<file path="src/logic/ltssm_map.vh">
// Link training state codes, ordered-set symbols and timing counts
`ifndef LTSSM_MAP_VH
`define LTSSM_MAP_VH
`define ST_DETECT_QUIET    6'h00
`define ST_DETECT_ACTIVE   6'h02
`define ST_POLL_ACTIVE     6'h04
`define ST_POLL_CONFIG     6'h05
`define ST_CFG_LW_START0   6'h0B
`define ST_CFG_LW_START1   6'h0C
`define ST_CFG_LW_ACCEPT0  6'h0D
`define ST_CFG_LW_ACCEPT1  6'h0E
`define ST_CFG_LN_WAIT     6'h0F
`define ST_CFG_LN_ACCEPT   6'h10
`define ST_CFG_COMPLETE_X1 6'h11
`define ST_CFG_IDLE        6'h15
`define SYM_COM            8'hBC
`define SYM_PAD            8'hF7
`define SYM_TS1_ID         8'h4A
`define SYM_TS2_ID         8'h45
`define NFTS_COUNT         8'hFF
`define RX_STATUS_PRESENT  3'h3
`define TS1_MIN_COUNT      11'h400
`define TS2_RX_NEEDED      4'h8
`define TS2_TX_NEEDED      5'h10
`define OS_SYMBOLS         4'hF
`endif

</file>
<file path="src/logic/os_symbol_rom.v">
// Ordered-set symbol generator with registered output
`timescale 1ns/1ps
`include "ltssm_map.vh"
module os_symbol_rom (
    input  wire       clk_sys,
    input  wire       rst_b,
    input  wire [3:0] sym_index,
    input  wire       is_ts2,
    input  wire [7:0] link_field,
    input  wire [7:0] lane_field,
    output reg  [7:0] sym_data,
    output reg        sym_is_k
);
    always @(posedge clk_sys or negedge rst_b) begin
        if (!rst_b) begin
            sym_data <= 8'h00;
            sym_is_k <= 1'b0;
        end else begin
            sym_is_k <= 1'b0;
            case (sym_index)
                4'h0: begin
                    sym_data <= `SYM_COM;
                    sym_is_k <= 1'b1;
                end
                4'h1: begin
                    sym_data <= link_field;
                    sym_is_k <= (link_field == `SYM_PAD);
                end
                4'h2: begin
                    sym_data <= lane_field;
                    sym_is_k <= (lane_field == `SYM_PAD);
                end
                4'h3: sym_data <= `NFTS_COUNT;
                4'h4: sym_data <= 8'h06;
                4'h5: sym_data <= 8'h00;
                default: sym_data <= is_ts2 ? `SYM_TS2_ID : `SYM_TS1_ID;
            endcase
        end
    end
endmodule

</file>
<file path="src/logic/link_trainer.v">
// Link training sequencer: detect, polling and configuration
// Overview of operation
// - In detect, raise the receiver-detect request toward every lane.
// - After detection, drop detect request, then release electrical idle.
// - On entering polling, send TS1 at once without waiting for partner.
// - Report polling sub-states 4 and 5 on the state code.
// - Polling TS1 carries PAD F7 in link and lane fields.
// - TS1 identifier is 4A, TS2 is 45; receiver distinguishes by them.
// - Send at least 1024 TS1 sets for bit and symbol lock.
// - Leave polling after eight TS2 received and 16 TS2 sent.
// - Keep sending current sets until moving state on own decision.
// - Accept downstream link number by echoing it in TS1 sets.
// - After link agreed, echo proposed lane number instead of PAD.
// - Report configuration sub-states B, D, 10 and 11 on the state code.
// - Advertise N_FTS of FF in training sets.
`timescale 1ns/1ps
`include "ltssm_map.vh"
module link_trainer #(
    parameter LANES = 4
) (
    input  wire             clk_sys,
    input  wire             rst_b,
    input  wire [LANES-1:0] rx_phy_handshake_flag,
    input  wire [3*LANES-1:0] lane_rx_status_code,
    input  wire [7:0]       rx_data,
    input  wire             rx_is_k,
    output reg              tx_detect_rx,
    output reg  [LANES-1:0] tx_idle_request,
    output reg  [7:0]       tx_data,
    output reg              tx_is_k,
    output reg  [5:0]       training_state_code,
    output reg  [7:0]       agreed_link_number
);
    localparam S_DET_QUIET = 7'b0000001;
    localparam S_DET_ACT   = 7'b0000010;
    localparam S_DET_DONE  = 7'b0000100;
    localparam S_POLL_ACT  = 7'b0001000;
    localparam S_POLL_CFG  = 7'b0010000;
    localparam S_CFG_LINK  = 7'b0100000;
    localparam S_CFG_LANE  = 7'b1000000;

    // ------------------------------------------------------------
    // Input synchronisers
    // ------------------------------------------------------------
    reg [LANES-1:0]   flag_meta;
    reg [LANES-1:0]   flag_sync;
    reg [3*LANES-1:0] status_meta;
    reg [3*LANES-1:0] status_sync;
    reg [7:0]         rxd_meta;
    reg [7:0]         rxd_sync;
    reg               rxk_meta;
    reg               rxk_sync;
    always @(posedge clk_sys or negedge rst_b) begin
        if (!rst_b) begin
            flag_meta   <= {LANES{1'b0}};
            flag_sync   <= {LANES{1'b0}};
            status_meta <= {3*LANES{1'b0}};
            status_sync <= {3*LANES{1'b0}};
            rxd_meta    <= 8'h00;
            rxd_sync    <= 8'h00;
            rxk_meta    <= 1'b0;
            rxk_sync    <= 1'b0;
        end else begin
            flag_meta   <= rx_phy_handshake_flag;
            flag_sync   <= flag_meta;
            status_meta <= lane_rx_status_code;
            status_sync <= status_meta;
            rxd_meta    <= rx_data;
            rxd_sync    <= rxd_meta;
            rxk_meta    <= rx_is_k;
            rxk_sync    <= rxk_meta;
        end
    end

    // ------------------------------------------------------------
    // Per-lane receiver presence
    // ------------------------------------------------------------
    wire [LANES-1:0] lane_found;
    genvar g;
    generate
        for (g = 0; g < LANES; g = g + 1) begin : g_det
            assign lane_found[g] = flag_sync[g] &&
                (status_sync[3*g+2:3*g] == `RX_STATUS_PRESENT);
        end
    endgenerate

    // ------------------------------------------------------------
    // Received ordered-set parser
    // ------------------------------------------------------------
    reg [3:0] rx_pos;
    reg [7:0] rx_link;
    reg [7:0] rx_lane;
    reg       rx_set_done;
    reg       rx_set_ts2;
    always @(posedge clk_sys or negedge rst_b) begin
        if (!rst_b) begin
            rx_pos      <= 4'h0;
            rx_link     <= `SYM_PAD;
            rx_lane     <= `SYM_PAD;
            rx_set_done <= 1'b0;
            rx_set_ts2  <= 1'b0;
        end else begin
            rx_set_done <= 1'b0;
            if (rxk_sync && rxd_sync == `SYM_COM) begin
                rx_pos <= 4'h1;
            end else if (rx_pos != 4'h0) begin
                if (rx_pos == 4'h1) rx_link <= rxd_sync;
                if (rx_pos == 4'h2) rx_lane <= rxd_sync;
                if (rx_pos == `OS_SYMBOLS) begin
                    rx_pos      <= 4'h0;
                    rx_set_done <= (rxd_sync == `SYM_TS1_ID) ||
                                   (rxd_sync == `SYM_TS2_ID);
                    rx_set_ts2  <= (rxd_sync == `SYM_TS2_ID);
                end else begin
                    rx_pos <= rx_pos + 4'h1;
                end
            end
        end
    end

    // ------------------------------------------------------------
    // Transmit symbol sequencer
    // ------------------------------------------------------------
    reg  [3:0]  tx_pos;
    reg         tx_ts2;
    reg  [7:0]  tx_link_field;
    reg  [7:0]  tx_lane_field;
    wire [7:0]  rom_data;
    wire        rom_k;
    reg         tx_on;
    wire        tx_set_end = tx_on && (tx_pos == `OS_SYMBOLS);

    os_symbol_rom u_rom (
        .clk_sys    (clk_sys),
        .rst_b      (rst_b),
        .sym_index  (tx_pos),
        .is_ts2     (tx_ts2),
        .link_field (tx_link_field),
        .lane_field (tx_lane_field),
        .sym_data   (rom_data),
        .sym_is_k   (rom_k)
    );

    // ------------------------------------------------------------
    // Main state machine
    // ------------------------------------------------------------
    reg [6:0]  state;
    reg [10:0] ts1_sent;
    reg [3:0]  ts2_rx_run;
    reg [4:0]  ts2_tx_cnt;
    reg        ts2_seen;
    reg        tx_on_d;
    always @(posedge clk_sys or negedge rst_b) begin
        if (!rst_b) begin
            state               <= S_DET_QUIET;
            tx_detect_rx        <= 1'b0;
            tx_idle_request     <= {LANES{1'b1}};
            tx_on               <= 1'b0;
            tx_on_d             <= 1'b0;
            tx_pos              <= 4'h0;
            tx_ts2              <= 1'b0;
            tx_link_field       <= `SYM_PAD;
            tx_lane_field       <= `SYM_PAD;
            ts1_sent            <= 11'h000;
            ts2_rx_run          <= 4'h0;
            ts2_tx_cnt          <= 5'h00;
            ts2_seen            <= 1'b0;
            tx_data             <= 8'h00;
            tx_is_k             <= 1'b0;
            training_state_code <= `ST_DETECT_QUIET;
            agreed_link_number  <= `SYM_PAD;
        end else begin
            tx_on_d <= tx_on;
            tx_data <= tx_on_d ? rom_data : 8'h00;
            tx_is_k <= tx_on_d ? rom_k : 1'b0;
            if (tx_on)
                tx_pos <= (tx_pos == `OS_SYMBOLS) ? 4'h0 : tx_pos + 4'h1;
            case (state)
                S_DET_QUIET: begin
                    state               <= S_DET_ACT;
                    training_state_code <= `ST_DETECT_QUIET;
                end
                S_DET_ACT: begin
                    tx_detect_rx        <= 1'b1;
                    training_state_code <= `ST_DETECT_ACTIVE;
                    if (|lane_found) begin
                        tx_detect_rx <= 1'b0;
                        state        <= S_DET_DONE;
                    end
                end
                S_DET_DONE: begin
                    tx_idle_request <= {LANES{1'b0}};
                    tx_on           <= 1'b1;
                    tx_pos          <= 4'h0;
                    tx_link_field   <= `SYM_PAD;
                    tx_lane_field   <= `SYM_PAD;
                    state           <= S_POLL_ACT;
                    training_state_code <= `ST_POLL_ACTIVE;
                end
                S_POLL_ACT: begin
                    if (tx_set_end && ts1_sent != `TS1_MIN_COUNT)
                        ts1_sent <= ts1_sent + 11'h001;
                    if (ts1_sent == `TS1_MIN_COUNT && tx_set_end) begin
                        tx_ts2              <= 1'b1;
                        state               <= S_POLL_CFG;
                        training_state_code <= `ST_POLL_CONFIG;
                    end
                end
                S_POLL_CFG: begin
                    if (rx_set_done) begin
                        ts2_rx_run <= !rx_set_ts2 ? 4'h0 :
                                      (ts2_rx_run == `TS2_RX_NEEDED) ? ts2_rx_run :
                                      ts2_rx_run + 4'h1;
                        if (rx_set_ts2) ts2_seen <= 1'b1;
                    end
                    if (tx_set_end && ts2_seen && ts2_tx_cnt != `TS2_TX_NEEDED)
                        ts2_tx_cnt <= ts2_tx_cnt + 5'h01;
                    if (tx_set_end && ts2_rx_run == `TS2_RX_NEEDED &&
                        ts2_tx_cnt == `TS2_TX_NEEDED) begin
                        tx_ts2              <= 1'b0;
                        state               <= S_CFG_LINK;
                        training_state_code <= `ST_CFG_LW_START0;
                    end
                end
                S_CFG_LINK: begin
                    if (rx_set_done && !rx_set_ts2 && rx_link != `SYM_PAD) begin
                        tx_link_field       <= rx_link;
                        agreed_link_number  <= rx_link;
                        training_state_code <= `ST_CFG_LW_ACCEPT0;
                        state               <= S_CFG_LANE;
                    end
                end
                S_CFG_LANE: begin
                    if (rx_set_done && rx_lane != `SYM_PAD) begin
                        tx_lane_field       <= rx_lane;
                        training_state_code <= `ST_CFG_LN_ACCEPT;
                    end
                    if (rx_set_done && rx_set_ts2)
                        training_state_code <= `ST_CFG_COMPLETE_X1;
                end
                default: state <= S_DET_QUIET;
            endcase
        end
    end
endmodule

</file>
<file path="config.mk">
export PLATFORM = sky130hd
export DESIGN_NAME = link_trainer
export DESIGN_NICKNAME = d
export VERILOG_FILES = /design/src/logic/os_symbol_rom.v /design/src/logic/link_trainer.v
export VERILOG_INCLUDE_DIRS = /design/src /design/src/logic
export SDC_FILE = /design/constraint.sdc
export NUM_CORES = 1
export LEC_CHECK = 0
export BUFFER_PORTS_ARGS = -buffer_cell sky130_fd_sc_hd__buf_2
export CAP_MARGIN = 20
export CORE_ASPECT_RATIO = 0.5
export CORE_MARGIN = 2
export CORE_UTILIZATION = 32
export CTS_BUF_LIST = sky130_fd_sc_hd__clkbuf_16
export DETAILED_ROUTE_END_ITERATION = 12
export GPL_TIMING_DRIVEN = 0
export RECOVER_POWER = 100
export SLEW_MARGIN = 20
export SYNTH_ARGS = -nofsm -noshare
export SYNTH_HDL_FRONTEND = slang
export SYNTH_SLANG_ARGS = --single-unit
</file>
<file path="constraint.sdc">
create_clock -name clk_sys -period 1.75 [get_ports clk_sys]
set_input_delay 0.35 -clock clk_sys [delete_from_list [all_inputs] [get_ports clk_sys]]
set_output_delay 0.35 -clock clk_sys [all_outputs]
set_load 0.05 [all_outputs]
</file>
==> Yosys cells after proc, flatten, opt, wreduce, memory -nomap -nowiden <==
Cells that the tools add are included.
{ "word_totals": {"reg_bits": 160, "wordCells": 153, "output_inout_bits": 28, "inputBits": 27} }
{ "op_classes": {"add_sub_neg": 5, "n_eq_ne": 39, "mux": 35, "bitwise": 2, "reduce_logical": 40} }
{ "ops": {"columns": ["op", "n"], "rows": [
  ["one-hot mux 7 bit (7 select lines)", 1],
  ["one-hot mux 8 bit (6 select lines)", 1],
  ["one-hot mux 6 bit (7 select lines)", 1],
  ["2-to-1 mux 4 bit", 9],
  ["one-hot mux 8 bit (2 select lines)", 2],
  ["2-to-1 mux 6 bit", 5],
  ["2-to-1 mux 7 bit", 4],
  ["equality test 8 bit, second input constant", 3],
  ["2-to-1 mux 8 bit", 3],
  ["AND reduction 3 bit", 6],
  ["equality test 8 x 7 -> 1 bit, second input constant", 2],
  ["logical AND 1 bit", 16],
  ["inequality test 8 bit, second input constant", 2],
  ["adder 4 x 1 -> 4 bit, second input constant", 3],
  ["equality test 3 x 2 -> 1 bit, second input constant", 4],
  ["equality test 4 x 2 -> 1 bit, second input constant", 3],
  ["equality test 4 bit, second input constant", 3],
  ["inequality test 2 bit, second input constant", 6],
  ["adder 11 x 1 -> 11 bit, second input constant", 1],
  ["equality test 11 bit, second input constant", 1],
  ["inequality test 11 bit, second input constant", 1],
  ["AND reduction 2 bit", 5],
  ["AND reduction 5 bit", 2],
  ["nonzero test 2 bit", 5],
  ["23 further kinds", 32]
]} }

==> Depth between registers and ports, before layout <==
{ "depth": {"word_depth": 6, "depth_mapped": 8, "ltp_nobuf": 7} }

==> By module <==
From an unflattened synthesis, not the netlist that was laid out.
{ "hier_totals": {"hier_cells": 506, "area_unflattened_um2": 6200.9} }
{ "modules_own_cells": {"columns": ["module", "area_each_um2", "cells_each", "instances"], "rows": [
  ["link_trainer", 5695.5, 447, 1],
  ["os_symbol_rom", 505.5, 59, 1]
]} }

==> Worst setup path before layout <==
OpenSTA, ideal clock, no wires.
{ "synth_timing": {"path_type": "reg-to-reg", "startpoint": "reg ts2_tx_cnt[0]", "endpoint": "reg training_state_code[0]", "synth_period_minus_slack_ns": 1.790, "n_path_buf": 0, "t_arrival_ns": 1.665, "slack_ns": -0.040, "required_ns": 1.625, "path_stages_with_launch": 8, "path_cell_list": "dfrtp_1 > inv_1 > ha_1 > nand2_1 > nor3_1 > a31o_2 > nand4b_4 > mux2_4"} }
{ "synth_via": {"elab_chain_cells": 4} }
{ "synth_lines": {"columns": ["element", "line_no", "rtl"], "rows": [
  ["from (decl)", "link_trainer.v:150", "reg [4:0] ts2_tx_cnt;"],
  ["from (signal assigned)", "link_trainer.v:217", "ts2_tx_cnt <= ts2_tx_cnt + 5'h01;"],
  ["equality test 5 bit (no source line)", null, null],
  ["logical AND 1 bit (no source line)", null, null],
  ["inequality test 2 bit (no source line)", null, null],
  ["AND reduction 5 bit (no source line)", null, null],
  ["to (signal assigned)", "link_trainer.v:170", "training_state_code <= `ST_DETECT_QUIET;"],
  ["to (signal assigned)", "link_trainer.v:181", "training_state_code <= `ST_DETECT_QUIET;"],
  ["to (signal assigned)", "link_trainer.v:185", "training_state_code <= `ST_DETECT_ACTIVE;"],
  ["to (decl)", "link_trainer.v:31", "output reg [5:0] training_state_code,"]
]} }
Every way passes these cells.
A chain may end at the register's enable or synchronous reset.

==> Worst setup path after layout <==
{ "layout_timing": {"startpoint": "reg state[2]", "endpoint": "reg training_state_code[3]"} }
{ "layout_via": {"elab_chain_cells": 3, "word_cells_on_any_way": 14} }
{ "layout_lines": {"columns": ["element", "line_no", "rtl"], "rows": [
  ["from (decl)", "link_trainer.v:147", "reg [6:0] state;"],
  ["from (signal assigned)", "link_trainer.v:155", "state <= S_DET_QUIET;"],
  ["from (signal assigned)", "link_trainer.v:180", "state <= S_DET_ACT;"],
  ["from (signal assigned)", "link_trainer.v:188", "state <= S_DET_DONE;"],
  ["equality test 7 bit (tied with other cells)", "link_trainer.v:178", "case (state)"],
  ["nonzero test 7 bit (no source line) (tied with other cells)", null, null],
  ["AND reduction 5 bit (no source line)", null, null],
  ["to (signal assigned)", "link_trainer.v:181", null],
  ["to (signal assigned)", "link_trainer.v:185", null],
  ["to (signal assigned)", "link_trainer.v:198", "training_state_code <= `ST_POLL_ACTIVE;"]
]} }
Several ways; a longest one is shown, not always the timed one.

==> impl.org <==
** Final layout
- In the final design database the tool counted 649 nets.
- 0 antenna diodes ended up in the layout.
- In the layout the commonest cells are 116 x dfrtp_1, 62 x nand2_1, 38 x buf_2, 37 x dfstp_2, 33 x nor2_1.
- Storage element area :: about 0.0040 mm2
- The layout has 1793 filler cells.
- The multi-input combinational cells in the finished layout cover a total of 0.00227 mm2.
- P&R area growth vs syn :: 26.6%
- Most common cell after layout, fill and taps aside :: dfrtp_1
- Layout cell share with drive strength beyond 1 :: ~36%
- Count of placed standard cells in the final layout, fillers left out :: 880

** Yosys
- Number of instances in the synthesized netlist :: 504
- Synthesis Warnings :: 0
- Summing the sequential cell areas from Yosys gives 63.5% of the chip area.
- Counting flops with an async set or reset pin after synthesis yields a share of 100%.
- Counting flops and latches in the post-synthesis netlist gives 156.
- A synthesized cell averages between 10 and 15 um2.
- The number of different library cells used by synthesis comes to 60.
- The number of nets in the synthesized netlist is roughly 550.
- Number of synthesized flops with an enable pin :: 0
- Main synth FF type :: dfrtp_1
- The mapped netlist covers 0.00622 mm2.

** Routing
- Number of vias per cell after detailed routing :: 4.58
- Final routed wirelength across all metal layers :: 12.0 mm
- Detailed Route Iter0 Violations :: 239
- Once detail routing completed, the nets flagged for antenna violations numbered 0.
- Dividing the detail-routed wire length by the instance count gives 13.7 um.
- First-pass iteration count of the detailed router :: 4
- The routed layout has 4031 vias.
- DRC violation count after routing :: 0

** Min path
- The path class of the tightest hold or removal check is in2reg.

** Timing
- Setup repair after global routing could not meet its margin everywhere.
- Final slew viol count :: 0
- Final hold vios :: 0
- Total setup violations reported at the end of the flow :: 17
- For the pin with the worst max-slew slack, the measured transition is about 0.95 ns.
- Final setup margin :: -0.170 ns
- Crit share post-route :: 110%
- Max-slew headroom :: 37.0%
- Derived from the worst setup path, the maximum achievable clock frequency is 521 MHz.
- On the final layout, the worst clock skew is 0.0116 ns.
- Counting I/O delays and the setup requirement, the final critical path takes 1.92 ns.
- Adding up every negative setup slack in the final design gives -1.11 ns.

** Power and ir drop
- IR analysis of the VDD net gives a maximum drop of 914 uV.
- In this run the power density over the cells is between 1500 and 2000 mW/mm2.
- Power Total :: 12500 uW
- Static power due to leakage :: 0.00357 uW

** Placement
- HPWL after DPL :: 7.97 mm
- In this run, placement finished with an instance count of about 820.
- Port-buffer cells :: 53
- Routability-driven placement finished with a final weighted congestion of 0.779.

** Clock tree
- Latest clock arrival within the worst-skew pair :: 0.43 ns
- TritonCTS created 17 clock buffers.
- CTS tree :: done
- Clock-pin slew on the worst setup and hold paths :: 0.07 ns
- CTS placed an instance of clkbuf_16 at the clock tree root.
- Counting every sink on the clock net gives between 150 and 200.
- The H-tree generated during clock tree synthesis spans 4 levels.
- Maximum count of clock buffers along a single path :: 2

** Die
- Io pins :: 55
- The initialized floorplan defines 35 standard-cell rows.
- The core region is approximately 0.019 mm2.
- Starting Density :: approximately a third
- The die covers about 0.021 mm2.
- Horizontal extent of the die :: roughly 200 um
- Die height :: 103 um

** Setup path
- Crit Path Category :: reg2reg
- At the worst endpoint, the arrival time is 2.23 ns.
- STA classifies the critical path startpoint as a flop.
- CP max-delay cell :: dfrtp_1
- Kind of capture point of the worst setup path :: flop
- Along the worst path, the maximum fanout reaches 7.
- On the worst path, the slowest cell contributes a delay of roughly 0.37 ns.
- Cell Chain, Critical Path :: buf_6, buf_4, xor2_1, a211oi_2, o2111a_1, nand4b_4, mux2_4
- Data required, critical path :: 2.06 ns

** Global route
- The first global-routing pass estimated 19.7 mm of wire.
- Sum of overflow across all layers after global routing :: 0
- Number of antenna violations at the first check in global routing :: 0
- Entering global routing, the biggest net connects 88 pins.
- In the global route stage, overall resource usage came out at 12.2%.
- The number of global-route vias before repair came to 3841.

** Job
- Across the run, the number of max-cap violations was 0.

** Run status
- The run finished, with violations left.
- Failing checks :: negative setup slack
path summary, 6_finish.rpt:
kind / startpoint / end / slack (ns) / cells after the start
worst max-delay path: state[2]$_DFFE_PN0P_ / training_state_code[3]$_DFFE_PN0P_ / -0.17 / 7
worst min-delay path: lane_rx_status_code[11] / status_meta[11]$_DFF_PN0_ / 0.01 / 1
worst max register to register: state[2]$_DFFE_PN0P_ / training_state_code[3]$_DFFE_PN0P_ / -0.17 / 7
worst min register to register: rxd_meta[4]$_DFF_PN0_ / rxd_sync[4]$_DFF_PN0_ / 0.35 / 0
max in group asynchronous: rst_b / tx_link_field[7]$_DFFE_PN1P_ / 0.16 / 3
min in group asynchronous: rst_b / status_meta[1]$_DFF_PN0_ / 0.62 / 2
metrics by stage:
stage                     hold slack, ns  instance area, um2  utilization (%)  setup slack (ns)
after floorplan                   0.0544                6250                -          -0.00231
after global placement             0.332                6840             36.5             -2.13
after detailed placement           0.336                6880             36.7            -0.282
after CTS                        0.00315                7620             40.7            -0.175
after global routing            0.000408                7880             42.0            -0.253
final                             0.0136                7880             42.0            -0.170
flip-flops by register name, indices dropped and copies added (netlist names), 4 cells and up:
| register | count |
|---|---|
| agreed_link_number | 8 |
| flag_meta | 4 |
| flag_sync | 4 |
| rx_lane | 8 |
| rx_link | 8 |
| rx_pos | 4 |
| rxd_meta | 8 |
| rxd_sync | 8 |
| state | 7 |
| status_meta | 12 |
| status_sync | 12 |
| training_state_code | 5 |
| ts1_sent | 11 |
| ts2_rx_run | 4 |
| ts2_tx_cnt | 5 |
| tx_data | 8 |
| tx_lane_field | 8 |
| tx_link_field | 8 |
| tx_pos | 4 |
| u_rom.sym_data | 8 |
critical path: cells and delay by family, from the launching register on:
family | cells | cell delay [ns]
buf+inv | 2 | 0.27
compound gates | 2 | 0.47
simple gates | 1 | 0.20
xor+xnor | 1 | 0.16
mux | 1 | 0.32
flops | 1 | 0.37
area by class of cell:
cell class	count	share of cell area, %
flip-flops and latches	156	50.2
well taps	259	4.11
multi-input cells	317	28.8
clock buffers	17	5.40
repair buffers	89	7.27
plain buffers	13	1.49
clock inverters	15	2.06
inverters	14	0.683
power by group:
group	switching, uW	internal [uW]
sequential	634	4670
combinational	1970	1580
clock	1700	1920
synth_stat cells (2+ instances only):
cell type	number	area share, %
and4_1	2	0.28
xor2_1	5	0.70
nor3b_1	2	0.24
mux2_4	5	1.2
a22o_1	2	0.28
clkbuf_1	7	0.42
nand4_1	9	0.90
nor2_1	35	2.1
a22oi_1	4	0.48
nor3_1	6	0.48
nand2b_1	7	0.70
mux2_2	18	3.3
o21ai_1	3	0.24
dfstp_2	37	16
a221oi_1	3	0.42
buf_2	4	0.32
xnor2_1	11	1.5
nor4_4	2	0.68
or4_1	2	0.24
o21ai_0	21	1.7
and3_1	4	0.40
ha_1	14	2.8
a21oi_1	20	1.6
inv_1	14	0.84
a21o_1	3	0.36
dfrtp_1	119	48
nand3_1	10	0.80
nand4b_1	11	1.5
and2_1	13	1.3
nand2_1	67	4.0
and4b_1	2	0.32
buf_4	6	0.72
o31ai_1	3	0.36
nor4b_4	2	0.76
nor2b_1	2	0.20
a31oi_1	2	0.20
nor4_1	4	0.40
repair_timing:
item	4_1_cts	5_1_grt
setup buffers	13	16
cloned	0	2
gates resized for setup	18	34
setup endpoints to repair	59	71
hold endpoints to repair	63	3
hold buffers	1	3
pin swaps	12	24
per-layer routing:
layer | vias up | routed length (um) | part of all wire, % | global-route usage [%]
met5 | - | 0 | 0 | 0
met4 | 0 | 135 | 1.1 | 4.75
met3 | 11 | 533 | 4.4 | 3.38
met2 | 86 | 5370 | 45 | 18.7
met1 | 1976 | 5990 | 50 | 16.6
li1 | 1958 | - | - | -
cell families after synthesis:
logic type / after synthesis / share of synthesized area (%)
AOI/OAI and AO/OA: 70 / 7.00
and+or+nand+nor: 191 / 17.3
other: 1 / 0.0602
DFF: 156 / 63.5
adders and majority gates: 14 / 2.81
xor gates and xnor gates: 16 / 2.25
buffers and inverters: 31 / 2.31
muxes: 25 / 4.80
(Power assumes the default switching activity.)
